## src/stl_cfg.svh

```systemverilog
// constants for the selector and task register block
`ifndef STL_CFG_SVH
`define STL_CFG_SVH
`define STL_RPL_LO 0
`define STL_RPL_HI 1
`define STL_TI_BIT 2
`define STL_IDX_LO 3
`define STL_IDX_HI 15
`define STL_TI_GLOBAL 1'b0
`define STL_TI_LOCAL 1'b1
`define STL_BUSY_BIT 1
`define STL_PE_BIT 0
`define STL_SEL_RST 16'h0000
`define STL_BASE_RST 32'h0000_0000
`define STL_LIM_RST 16'hffff
`define STL_AR_RST 8'h00
`define STL_MSW_RST 16'h0000
`define STL_SAVE_WORDS 4
`define STL_SAVE_CNT_W 2
`define STL_SAVE_LAST 2'h3
`define STL_SAVE_ZERO 2'h0
`endif

```

## src/stl_pkg.sv

```systemverilog
// types for the selector and task register block
package stl_pkg;
    // segment style register: base, limit, access rights, selector
    typedef struct packed {
        logic [31:0] base;
        logic [15:0] limit;
        logic [7:0] access;
        logic [15:0] sel;
    } stl_seg_s;
    // task switch sequencer states
    typedef enum logic [1:0] {
        ST_IDLE = 2'b00,
        ST_SAVE = 2'b01,
        ST_MARK = 2'b10,
        ST_LOAD = 2'b11
    } stl_state_e;
endpackage : stl_pkg

```

## src/stl_sel_if.sv

```systemverilog
// selector decode signals carried between the main block and its decoder
`timescale 1ns/1ps
interface stl_sel_if;
    logic [15:0] sel; // selector under test
    logic [1:0] cur_pl; // current privilege level
    logic local_tbl; // selector names the local table
    logic [12:0] index; // descriptor index
    logic [1:0] eff_pl; // effective privilege level
    modport req (output sel, output cur_pl, input local_tbl, input index, input eff_pl);
    modport dec (input sel, input cur_pl, output local_tbl, output index, output eff_pl);
endinterface : stl_sel_if

```

## src/stl_task_regs.sv

```systemverilog
// segment, local table and task register file with task switch sequencer
`timescale 1ns/1ps
`include "stl_cfg.svh"
// Behaviour
// - segment, task, local registers hold selectors
// - selector: level bits 1:0, indicator 2, index
// - indicator zero global table, one local
// - task and local selectors must be global
// - larger requested level overrides current level
// - task register holds selector plus cached descriptor
// - switch saves old state, loads new task
// - call or interrupt switch marks both busy
// - cache refreshed from new descriptor automatically
// - enable bit one protected, zero real
// - base dword, word limit, byte rights, selector
module stl_task_regs (
    input wire logic clk_i,
    input wire logic arst_n_i,
    input wire logic [1:0] seg_wr_idx_i, // segment register to write
    input wire logic seg_wr_i, // write pulse for a segment register
    input wire stl_pkg::stl_seg_s seg_wr_data_i, // fields written
    input wire logic ldt_wr_i, // local table pointer register write
    input wire stl_pkg::stl_seg_s ldt_wr_data_i, // local table fields
    input wire logic msw_wr_i, // machine status word write
    input wire logic [15:0] msw_wr_data_i, // machine status word value
    input wire logic [1:0] cur_pl_i, // current privilege level
    input wire logic sw_req_i, // task switch request pulse
    input wire logic sw_call_i, // switch caused by call or interrupt
    input wire logic [15:0] sw_sel_i, // incoming task selector
    input wire stl_pkg::stl_seg_s sw_desc_i, // incoming descriptor fields
    input wire logic [7:0] old_access_i, // outgoing descriptor access byte
    input wire logic [15:0] state_word_i [`STL_SAVE_WORDS], // state to save
    input wire logic protection_check_setting_i, // probe checking on
    input wire logic [1:0] view_idx_i, // segment register viewed
    output logic [15:0] seg_sel_o, // viewed selector, always visible
    output stl_pkg::stl_seg_s seg_hidden_o, // viewed hidden fields
    output stl_pkg::stl_seg_s ldt_hidden_o, // local table register fields
    output stl_pkg::stl_seg_s task_hidden_o, // task register fields
    output logic protection_enable_bit_o, // protected mode when high
    output logic [1:0] eff_pl_o, // effective level of viewed selector
    output logic tss_wr_o, // state segment write strobe
    output logic [15:0] tss_wr_sel_o, // state segment owner selector
    output logic [1:0] tss_wr_idx_o, // word slot in the state segment
    output logic [15:0] tss_wr_data_o, // word saved
    output logic desc_wr_o, // descriptor access byte write strobe
    output logic [15:0] desc_wr_sel_o, // descriptor written
    output logic [7:0] desc_wr_data_o, // access byte with busy set
    output logic sw_busy_o, // switch in progress
    output logic sw_err_o // switch refused: local selector
);
    stl_pkg::stl_seg_s seg_q [4]; // segment registers
    stl_pkg::stl_seg_s ldt_q; // local table pointer register
    stl_pkg::stl_seg_s task_q; // task pointer register and cache
    logic [15:0] machine_status_word; // machine status word
    stl_pkg::stl_state_e state; // sequencer state
    logic [`STL_SAVE_CNT_W-1:0] save_cnt; // save word counter
    logic [15:0] new_sel; // latched incoming selector
    stl_pkg::stl_seg_s new_desc; // latched incoming descriptor
    logic new_call; // latched call flag
    logic [7:0] new_access_busy; // incoming access byte with busy set
    stl_sel_if sif ();

    // returns an access byte with the task busy flag set
    function automatic logic [7:0] mark_busy(input logic [7:0] acc);
        mark_busy = acc | (8'h01 << `STL_BUSY_BIT);
    endfunction : mark_busy

    // hidden fields masked unless probe checking is off
    function automatic stl_pkg::stl_seg_s hide(input stl_pkg::stl_seg_s r,
                                               input logic chk);
        hide = chk ? '0 : r;
    endfunction : hide

    assign sif.sel = seg_q[view_idx_i].sel;
    assign sif.cur_pl = cur_pl_i;
    assign new_access_busy = mark_busy(new_desc.access);

    // selector decoder
    stl_sel_dec u_dec (
        .s (sif.dec)
    );

    // segment registers with all four fields
    always_ff @(posedge clk_i or negedge arst_n_i) begin
        if (!arst_n_i) begin
            for (int i = 0; i < 4; i++) begin
                seg_q[i] <= '{`STL_BASE_RST, `STL_LIM_RST, `STL_AR_RST, `STL_SEL_RST};
            end
        end else if (seg_wr_i) begin
            seg_q[seg_wr_idx_i] <= seg_wr_data_i;
        end
    end

    // local table pointer register, global selectors only
    always_ff @(posedge clk_i or negedge arst_n_i) begin
        if (!arst_n_i) begin
            ldt_q <= '{`STL_BASE_RST, `STL_LIM_RST, `STL_AR_RST, `STL_SEL_RST};
        end else if (ldt_wr_i && ldt_wr_data_i.sel[`STL_TI_BIT] == `STL_TI_GLOBAL) begin
            ldt_q <= ldt_wr_data_i;
        end
    end

    // machine status word
    always_ff @(posedge clk_i or negedge arst_n_i) begin
        if (!arst_n_i) begin
            machine_status_word <= `STL_MSW_RST;
        end else if (msw_wr_i) begin
            machine_status_word <= msw_wr_data_i;
        end
    end

    // task switch sequencer: save, mark busy, load
    always_ff @(posedge clk_i or negedge arst_n_i) begin
        if (!arst_n_i) begin
            state <= stl_pkg::ST_IDLE;
            save_cnt <= `STL_SAVE_ZERO;
            new_sel <= `STL_SEL_RST;
            new_desc <= '{`STL_BASE_RST, `STL_LIM_RST, `STL_AR_RST, `STL_SEL_RST};
            new_call <= 1'b0;
        end else begin
            case (state)
                stl_pkg::ST_IDLE: begin
                    // only global selectors start a switch
                    if (sw_req_i && sw_sel_i[`STL_TI_BIT] == `STL_TI_GLOBAL) begin
                        state <= stl_pkg::ST_SAVE;
                        save_cnt <= `STL_SAVE_ZERO;
                        new_sel <= sw_sel_i;
                        new_desc <= sw_desc_i;
                        new_call <= sw_call_i;
                    end
                end
                stl_pkg::ST_SAVE: begin
                    // store outgoing state word by word
                    if (save_cnt == `STL_SAVE_LAST) begin
                        state <= new_call ? stl_pkg::ST_MARK : stl_pkg::ST_LOAD;
                    end
                    save_cnt <= save_cnt + 1'b1;
                end
                stl_pkg::ST_MARK: begin
                    state <= stl_pkg::ST_LOAD;
                end
                stl_pkg::ST_LOAD: begin
                    state <= stl_pkg::ST_IDLE;
                end
                default: begin
                    state <= stl_pkg::ST_IDLE;
                end
            endcase
        end
    end

    // task register: selector and cached descriptor
    always_ff @(posedge clk_i or negedge arst_n_i) begin
        if (!arst_n_i) begin
            task_q <= '{`STL_BASE_RST, `STL_LIM_RST, `STL_AR_RST, `STL_SEL_RST};
        end else if (state == stl_pkg::ST_LOAD) begin
            task_q.sel <= new_sel;
            task_q.base <= new_desc.base;
            task_q.limit <= new_desc.limit;
            task_q.access <= new_call ? new_access_busy : new_desc.access;
        end
    end

    // state segment write port
    always_ff @(posedge clk_i or negedge arst_n_i) begin
        if (!arst_n_i) begin
            tss_wr_o <= 1'b0;
            tss_wr_sel_o <= `STL_SEL_RST;
            tss_wr_idx_o <= `STL_SAVE_ZERO;
            tss_wr_data_o <= 16'h0000;
        end else begin
            tss_wr_o <= (state == stl_pkg::ST_SAVE);
            tss_wr_sel_o <= task_q.sel;
            tss_wr_idx_o <= save_cnt;
            tss_wr_data_o <= state_word_i[save_cnt];
        end
    end

    // descriptor busy marking: outgoing in mark, incoming in load
    always_ff @(posedge clk_i or negedge arst_n_i) begin
        if (!arst_n_i) begin
            desc_wr_o <= 1'b0;
            desc_wr_sel_o <= `STL_SEL_RST;
            desc_wr_data_o <= `STL_AR_RST;
        end else if (state == stl_pkg::ST_MARK) begin
            desc_wr_o <= 1'b1;
            desc_wr_sel_o <= task_q.sel;
            desc_wr_data_o <= mark_busy(old_access_i);
        end else if (state == stl_pkg::ST_LOAD && new_call) begin
            desc_wr_o <= 1'b1;
            desc_wr_sel_o <= new_sel;
            desc_wr_data_o <= new_access_busy;
        end else begin
            desc_wr_o <= 1'b0;
        end
    end

    // status and view outputs
    always_ff @(posedge clk_i or negedge arst_n_i) begin
        if (!arst_n_i) begin
            seg_sel_o <= `STL_SEL_RST;
            seg_hidden_o <= '0;
            ldt_hidden_o <= '0;
            task_hidden_o <= '0;
            protection_enable_bit_o <= 1'b0;
            eff_pl_o <= 2'h0;
            sw_busy_o <= 1'b0;
            sw_err_o <= 1'b0;
        end else begin
            seg_sel_o <= seg_q[view_idx_i].sel;
            seg_hidden_o <= hide(seg_q[view_idx_i], protection_check_setting_i);
            ldt_hidden_o <= hide(ldt_q, protection_check_setting_i);
            task_hidden_o <= hide(task_q, protection_check_setting_i);
            protection_enable_bit_o <= machine_status_word[`STL_PE_BIT];
            eff_pl_o <= sif.eff_pl;
            // busy from the edge that accepts a global request; the viewed segment plays no part
            sw_busy_o <= (state != stl_pkg::ST_IDLE) ||
                         (sw_req_i && sw_sel_i[`STL_TI_BIT] == `STL_TI_GLOBAL);
            sw_err_o <= (state == stl_pkg::ST_IDLE) && sw_req_i &&
                        sw_sel_i[`STL_TI_BIT] == `STL_TI_LOCAL;
        end
    end
endmodule : stl_task_regs

```

## src/stl_sel_dec.sv

```systemverilog
// selector field decoder
`timescale 1ns/1ps
`include "stl_cfg.svh"
module stl_sel_dec (
    stl_sel_if.dec s
);
    // table indicator picks the table
    assign s.local_tbl = (s.sel[`STL_TI_BIT] == `STL_TI_LOCAL);
    // index field above the indicator
    assign s.index = s.sel[`STL_IDX_HI:`STL_IDX_LO];
    // larger requested level overrides the current one
    assign s.eff_pl = (s.sel[`STL_RPL_HI:`STL_RPL_LO] > s.cur_pl) ?
        s.sel[`STL_RPL_HI:`STL_RPL_LO] : s.cur_pl;
endmodule : stl_sel_dec

```

## config.mk

```make
export PLATFORM = sky130hd
export DESIGN_NAME = stl_task_regs
export DESIGN_NICKNAME = d
export VERILOG_FILES = /design/src/stl_pkg.sv /design/src/stl_sel_if.sv /design/src/stl_task_regs.sv /design/src/stl_sel_dec.sv
export VERILOG_INCLUDE_DIRS = /design/src /design/src/src
export SDC_FILE = /design/constraint.sdc
export NUM_CORES = 1
export LEC_CHECK = 0
export BUFFER_PORTS_ARGS = -buffer_cell sky130_fd_sc_hd__buf_2
export CAP_MARGIN = 25
export CORE_AREA = 10 10 262 264
export DETAILED_ROUTE_END_ITERATION = 8
export DIE_AREA = 0 0 272 274
export GPL_TIMING_DRIVEN = 0
export PLACE_DENSITY = 0.75
export SKIP_CTS_REPAIR_TIMING = 1
export SLEW_MARGIN = 10
export SYNTH_ARGS = -nofsm -noshare
export SYNTH_HDL_FRONTEND = slang
export SYNTH_SLANG_ARGS = --single-unit
export TNS_END_PERCENT = 10
```

## constraint.sdc

```tcl
create_clock -name clk_i -period 1.65 [get_ports clk_i]
set_clock_uncertainty 0.1 [all_clocks]
set_input_delay 0.0825 -clock clk_i [delete_from_list [all_inputs] [get_ports clk_i]]
set_output_delay 0.0825 -clock clk_i [all_outputs]
set_load 0.05 [all_outputs]
```

Yosys cells after proc, flatten, opt, wreduce, memory -nomap -nowiden
Cells that the tools add are included.
Storage, ports and cells
  output and inout port bits: 297
  logic and storage cells: 113
  input bits: 334
  register bits after elaboration: 807
Cells by class
  equal/unequal tests: 6
  $lt $le $gt $ge: 5
  mux-type cells: 26
  bitwise operators: 5
  reduce and logical (&&, ||, !) cells: 14
  add/subtract/negate cells: 1
Operators with widths (count)
  $mux 72: 6
  $bwmux 288: 1
  $bmux 72 s2: 1
  $demux 72 s2: 1
  $mux 16: 4
  $bmux 16 s2: 1
  $mux 8: 2
  $mux 2: 5
  $ge 3x3->1 const B: 3
  $not 2->3: 3
  $pmux 2 s4: 1
  $eq 2x2->1 const B: 3
  $logic_and 1x1->1: 6
  $reduce_and 2->1: 3
  $reduce_bool 2->1: 3
  $ne 2x2->1 const B: 2
  $pmux 2 s2: 1
  $lt 3x1->1 const B: 1
  $mux 1: 3
  $add 2x1->2 const B: 1
  $eq 2x1->1 const B: 1
  $gt 2x2->1: 1
  $logic_not 2->1: 1
  $not 1->1: 2
  $logic_or 1x1->1: 1

Longest topological paths before layout
  word-level depth: 6
  depth in mapped cells: 9
  depth with buffers taken out: 8

Modules after synthesis
A second synthesis with hierarchy kept.
Unflattened totals
  cells, all modules: 1852
  area total of the unflattened synthesis: 30758.2 um2
By module, submodules not included
  stl_task_regs: cells each 1827, instances 1, seq. area each 20334.5 um2, area each 30575.6 um2
  stl_sel_dec: cells each 25, instances 1, seq. area each 0.0 um2, area each 182.7 um2

Least setup slack after synthesis
No wires, ideal clock.
  path kind: register to register
  start: reg seg_q[216] (netlist name)
  end: reg eff_pl_o[0]
  stages on the path, launching flop included: 7
  path buffers: 0
  setup slack: -0.118 ns
  arrival time: 1.550 ns
  required time: 1.431 ns
  clock period less this slack: 1.768 ns
  library setup time: 0.119 ns
  cells stage by stage: dfrtp_1 > mux2_4 > o21ai_2 > ha_1 > nor4_1 > a311oi_1 > o21a_1
On the way
  cells in the longest elaborated chain, start to end: 5
Ends and longest elaborated chain
  start, declared: RTL line stl_task_regs.sv:51  | stl_pkg::stl_seg_s seg_q [4];
  start signal, assigned by index: RTL line stl_task_regs.sv:87  | seg_q[i] <= '{`STL_BASE_RST, `STL_LIM_RST, `STL_AR_RST, `STL_SEL_RST};
  start signal, assigned by index: RTL line stl_task_regs.sv:90  | seg_q[seg_wr_idx_i] <= seg_wr_data_i;
  $bmux 72 s2 (*): RTL line stl_task_regs.sv:74  | assign sif.sel = seg_q[view_idx_i].sel;
  $mux 72 (*) (2 in a row)
  $gt 2x2->1: RTL line stl_sel_dec.sv:12  | assign s.eff_pl = (s.sel[`STL_RPL_HI:`STL_RPL_LO] > s.cur_pl) ?
  $mux 2 (*): RTL line stl_sel_dec.sv:12
  named net sif.eff_pl[0]: RTL line stl_sel_if.sv:8  | logic [1:0] eff_pl;
  end signal, assigned: RTL line stl_task_regs.sv:215  | eff_pl_o <= sif.eff_pl;
  end, declared: RTL line stl_task_regs.sv:40  | output logic [1:0] eff_pl_o,
The timed path passes the listed nets; every way through them passes the cells marked *. The select of a mux whose other input is x is not followed.
A chain may end at the register's enable or synchronous reset.

Worst setup path after layout
  start: reg state[1]
  end: reg desc_wr_sel_o[1]
On the way
  cells in the longest elaborated chain, start to end: 3
  elaborated cells between the ends (all ways): 5
  classes of those cells: eq/ne (2); mux (1); reduce/logical (2)
Ends and longest elaborated chain
  start, declared: RTL line stl_task_regs.sv:55  | stl_pkg::stl_state_e state;
  start signal, assigned: RTL line stl_task_regs.sv:115  | state <= stl_pkg::ST_IDLE;
  start signal, assigned: RTL line stl_task_regs.sv:125  | state <= stl_pkg::ST_SAVE;
  start signal, assigned: RTL line stl_task_regs.sv:135  | state <= new_call ? stl_pkg::ST_MARK : stl_pkg::ST_LOAD;
  $eq 2x2->1: RTL line stl_task_regs.sv:189  | end else if (state == stl_pkg::ST_LOAD && new_call) begin
  $logic_and 1x1->1: RTL line stl_task_regs.sv:189
  $reduce_bool 2->1 (no source line)
  end signal, assigned: RTL line stl_task_regs.sv:183  | desc_wr_sel_o <= `STL_SEL_RST;
  end signal, assigned: RTL line stl_task_regs.sv:187  | desc_wr_sel_o <= task_q.sel;
  end signal, assigned: RTL line stl_task_regs.sv:191  | desc_wr_sel_o <= new_sel;
  end, declared: RTL line stl_task_regs.sv:46  | output logic [15:0] desc_wr_sel_o,
Parallel ways exist; a longest one is shown, timed or not.

==> results_dict.tcl <==
set metrics [dict create \
    gp_congestion 0.8843 \
    io_buffers 595 \
    instances_no_fill 3780 \
    synth_area_um2 30670 \
    drive_gt1_frac 0.5283 \
    overflow 0 \
    timing.rr.start "state[1]" \
    slew_headroom 0.3847 \
    io_pins 631 \
    async_flop_share 1.000 \
    yosys.cell_types.count 34 \
    tightest_slew_ps 922.9 \
    h-tree-depth 3 \
    synth_edf_count 0 \
    ys_warn_count 0 \
    yosysSeqAreaShare 0.6630 \
    synth_top_area_frac 0.5671 \
    drt-initial-drc-count 1362 \
    grt_pass1_vias 19667 \
    placed_area_um2 34960 \
    regToRegSetupSlack_ps -260 \
    num_rows 93 \
    hold_viol 376 \
    coreArea_um2 63650 \
    place_hpwl_mm 60.21 \
    synth_top_flop_cell "dfrtp_1" \
    vias 19928 \
    grt_max_degree 128 \
    final_common_cell "dfrtp_1" \
    fin_area_um2 41110 \
    worstSetupStartpointType "register" \
    cp_data_arrival_time_ps 2270 \
    netlist_instances 1845 \
    crit_path_cell_trace "ha_1, nand2_2, buf_8, mux2i_1, o21ai_0" \
    drc 0 \
    violations "negative hold slack, negative setup slack" \
    yosysTopAreaCell "dfrtp_1" \
    setup_viol 118 \
    cp-end-kind "register" \
    die_w_um 272 \
    synth_area_leaders "dfrtp_1, mux2_2, dfstp_2" \
    grt_util_met3 0.05967 \
    ant_nets 0 \
    clk_pin_slew_ps 70 \
    drt_pass1_iterations 5 \
    grt_util_met1 0.2495 \
    hold_path_class "input port to async pin" \
    grt_pass1_wl_mm 121.8 \
    status "finished with violations" \
    layout_setup_ws_ps -264.0 \
    finalCriticalPeriod_ps 1914 \
    root_buffer "clkbuf_16" \
    numCtsBuffers 81 \
    cts_tree "built" \
    cap_violations 0 \
    syn-num-nets 2188 \
    mostFrequentLayoutCells "dfrtp_1, buf_2, mux2_2, dlygate4sd3_1, nor2b_1" \
    crit_slowest_cell "o21ai_0" \
    powerDensity_nw_per_um2 1620 \
    detail_route.wl_per_cell_um 24.14 \
    finalCritPeriodShare 1.160 \
    clock_latency_ps 640 \
    vias_per_cell 5.272 \
    reg2regPathDepth 5 \
    path_class "register to register" \
    antenna_found_initial 14 \
    nNetsFinal 3189 \
    die_area_um2 74530 \
    grt.total_usage 0.2141 \
    start_util 0.4818 \
    timing.final.max_slew_violations 0 \
    clk_path_buf_depth 3 \
    routed_wl_mm 91.26 \
    die_height_um 274 \
    crit_required_ps 2010 \
    syn_area_per_cell_um2 16.62 \
    fin_hold_ws_ps -632.9 \
    grt.busiest_layer "met2" \
    syn_to_final_growth_pct 34.04 \
    worst_r2r_endpoint "desc_wr_sel_o[1]" \
    dp.cells 3303 \
    rsz0062_at_grt "true" \
    grt_use_met2 0.3723 \
    cts_sinks 807 \
    synth-seq-cells 807 \
    leakagePower_nw 19.05 \
    fmax_ghz 0.5225 \
    ir_worst_vdd_mv 1.094 \
    critPathMaxStageDelay_ps 440 \
    worstPathMaxFanout 10 \
]
-- flip-flops by register name, summed over array words and instances, names as in the netlist, 2 cells and up --
register	flops
tss_wr_sel_o	16
desc_wr_sel_o	16
tss_wr_idx_o	2
seg_sel_o	16
seg_q	288
save_cnt	2
ldt_hidden_o	72
eff_pl_o	2
new_desc	49
seg_hidden_o	72
ldt_q	72
tss_wr_data_o	16
task_q	72
new_sel	16
state	2
task_hidden_o	72
new_access_busy	7
desc_wr_data_o	8
-- cells in the mapped netlist (5+ instances only) --
| master | number |
|---|---|
| o21ai_0 | 26 |
| mux4_2 | 87 |
| clkbuf_1 | 31 |
| dfstp_2 | 112 |
| dfrtp_1 | 695 |
| nand2_1 | 27 |
| mux2i_1 | 25 |
| buf_6 | 5 |
| buf_2 | 67 |
| inv_1 | 5 |
| ha_1 | 9 |
| mux2_2 | 503 |
| nor2_1 | 7 |
| nor2b_1 | 218 |
-- stage by stage --
stage | power (mW) | TNS, ps | worst slack, ps | utilization
global route | 69.25 | -21460 | -296.1 | 0.6457
global placement | 45.64 | - | -15230 | 0.5458
floorplan | 40.75 | -1274 | -23.99 | -
finish | 66.60 | -16380 | -264.0 | 0.6459
CTS | 65.18 | -62140 | -498.3 | 0.5923
detailed placement | 46.46 | -134850 | -623.0 | 0.5493
-- critical path: cells and delay by family (launching register included) --
| kind | cells | cell delay [ps] |
|---|---|---|
| multiplexers | 1 | 120 |
| flip-flops | 1 | 420 |
| buffers and inverters | 1 | 210 |
| AND/OR/NAND/NOR | 1 | 200 |
| adder cells (fa/ha/maj) | 1 | 240 |
| AO/OA/AOI/OAI | 1 | 440 |
-- cell type report --
cell class                 count  area [µm²]
antenna                       12       30.03
buffer                       106       700.7
clock buffer                 123        2386
clock inverter                27       352.8
fill                        4267       22540
inverter                       6       22.52
multi-input combinational    926        9841
sequential                   807       20330
tap                          855        1070
timing repair buffer         918        6372
-- routing by layer --
layer  part of all wire  wire, µm  up-vias
met4              0.044      4031       10
met1               0.37     33480    10419
met3              0.066      5993      241
met5            0.00070        64        -
li1                   -         -     8480
met2               0.52     47690      778
-- cell families after synthesis --
logic type                 share of synthesized area
AOI/OAI and AO/OA                           0.006568
adders and majority gates                   0.003672
buffers and inverters                        0.01803
DFF                                           0.6630
muxes                                         0.2572
and+or+nand+nor                              0.05149
-- how the worst max path moves through the flow --
stage | cells past startpoint | startpoint | end | slack [ps]
final | 5 | state[1] | desc_wr_sel_o[1] | -260
after floorplan | 6 | state[0] | new_access_busy[0] | -20
after global placement | 1 | arst_n_i | seg_q[165] | -15230
after detailed placement | 5 | protection_check_setting_i | task_hidden_o[67] | -620
after global routing | 5 | state[1] | desc_wr_sel_o[1] | -300
after CTS | 6 | state[0] | desc_wr_data_o[3] | -500
-- report_power, final --
part           leakage (nW)  internal, mW  switching (mW)
logic                  8.01          7.66            11.9
clock network          1.35          10.9            7.85
registers              9.69          25.5            2.80
Power figures use the tool's default switching activity.
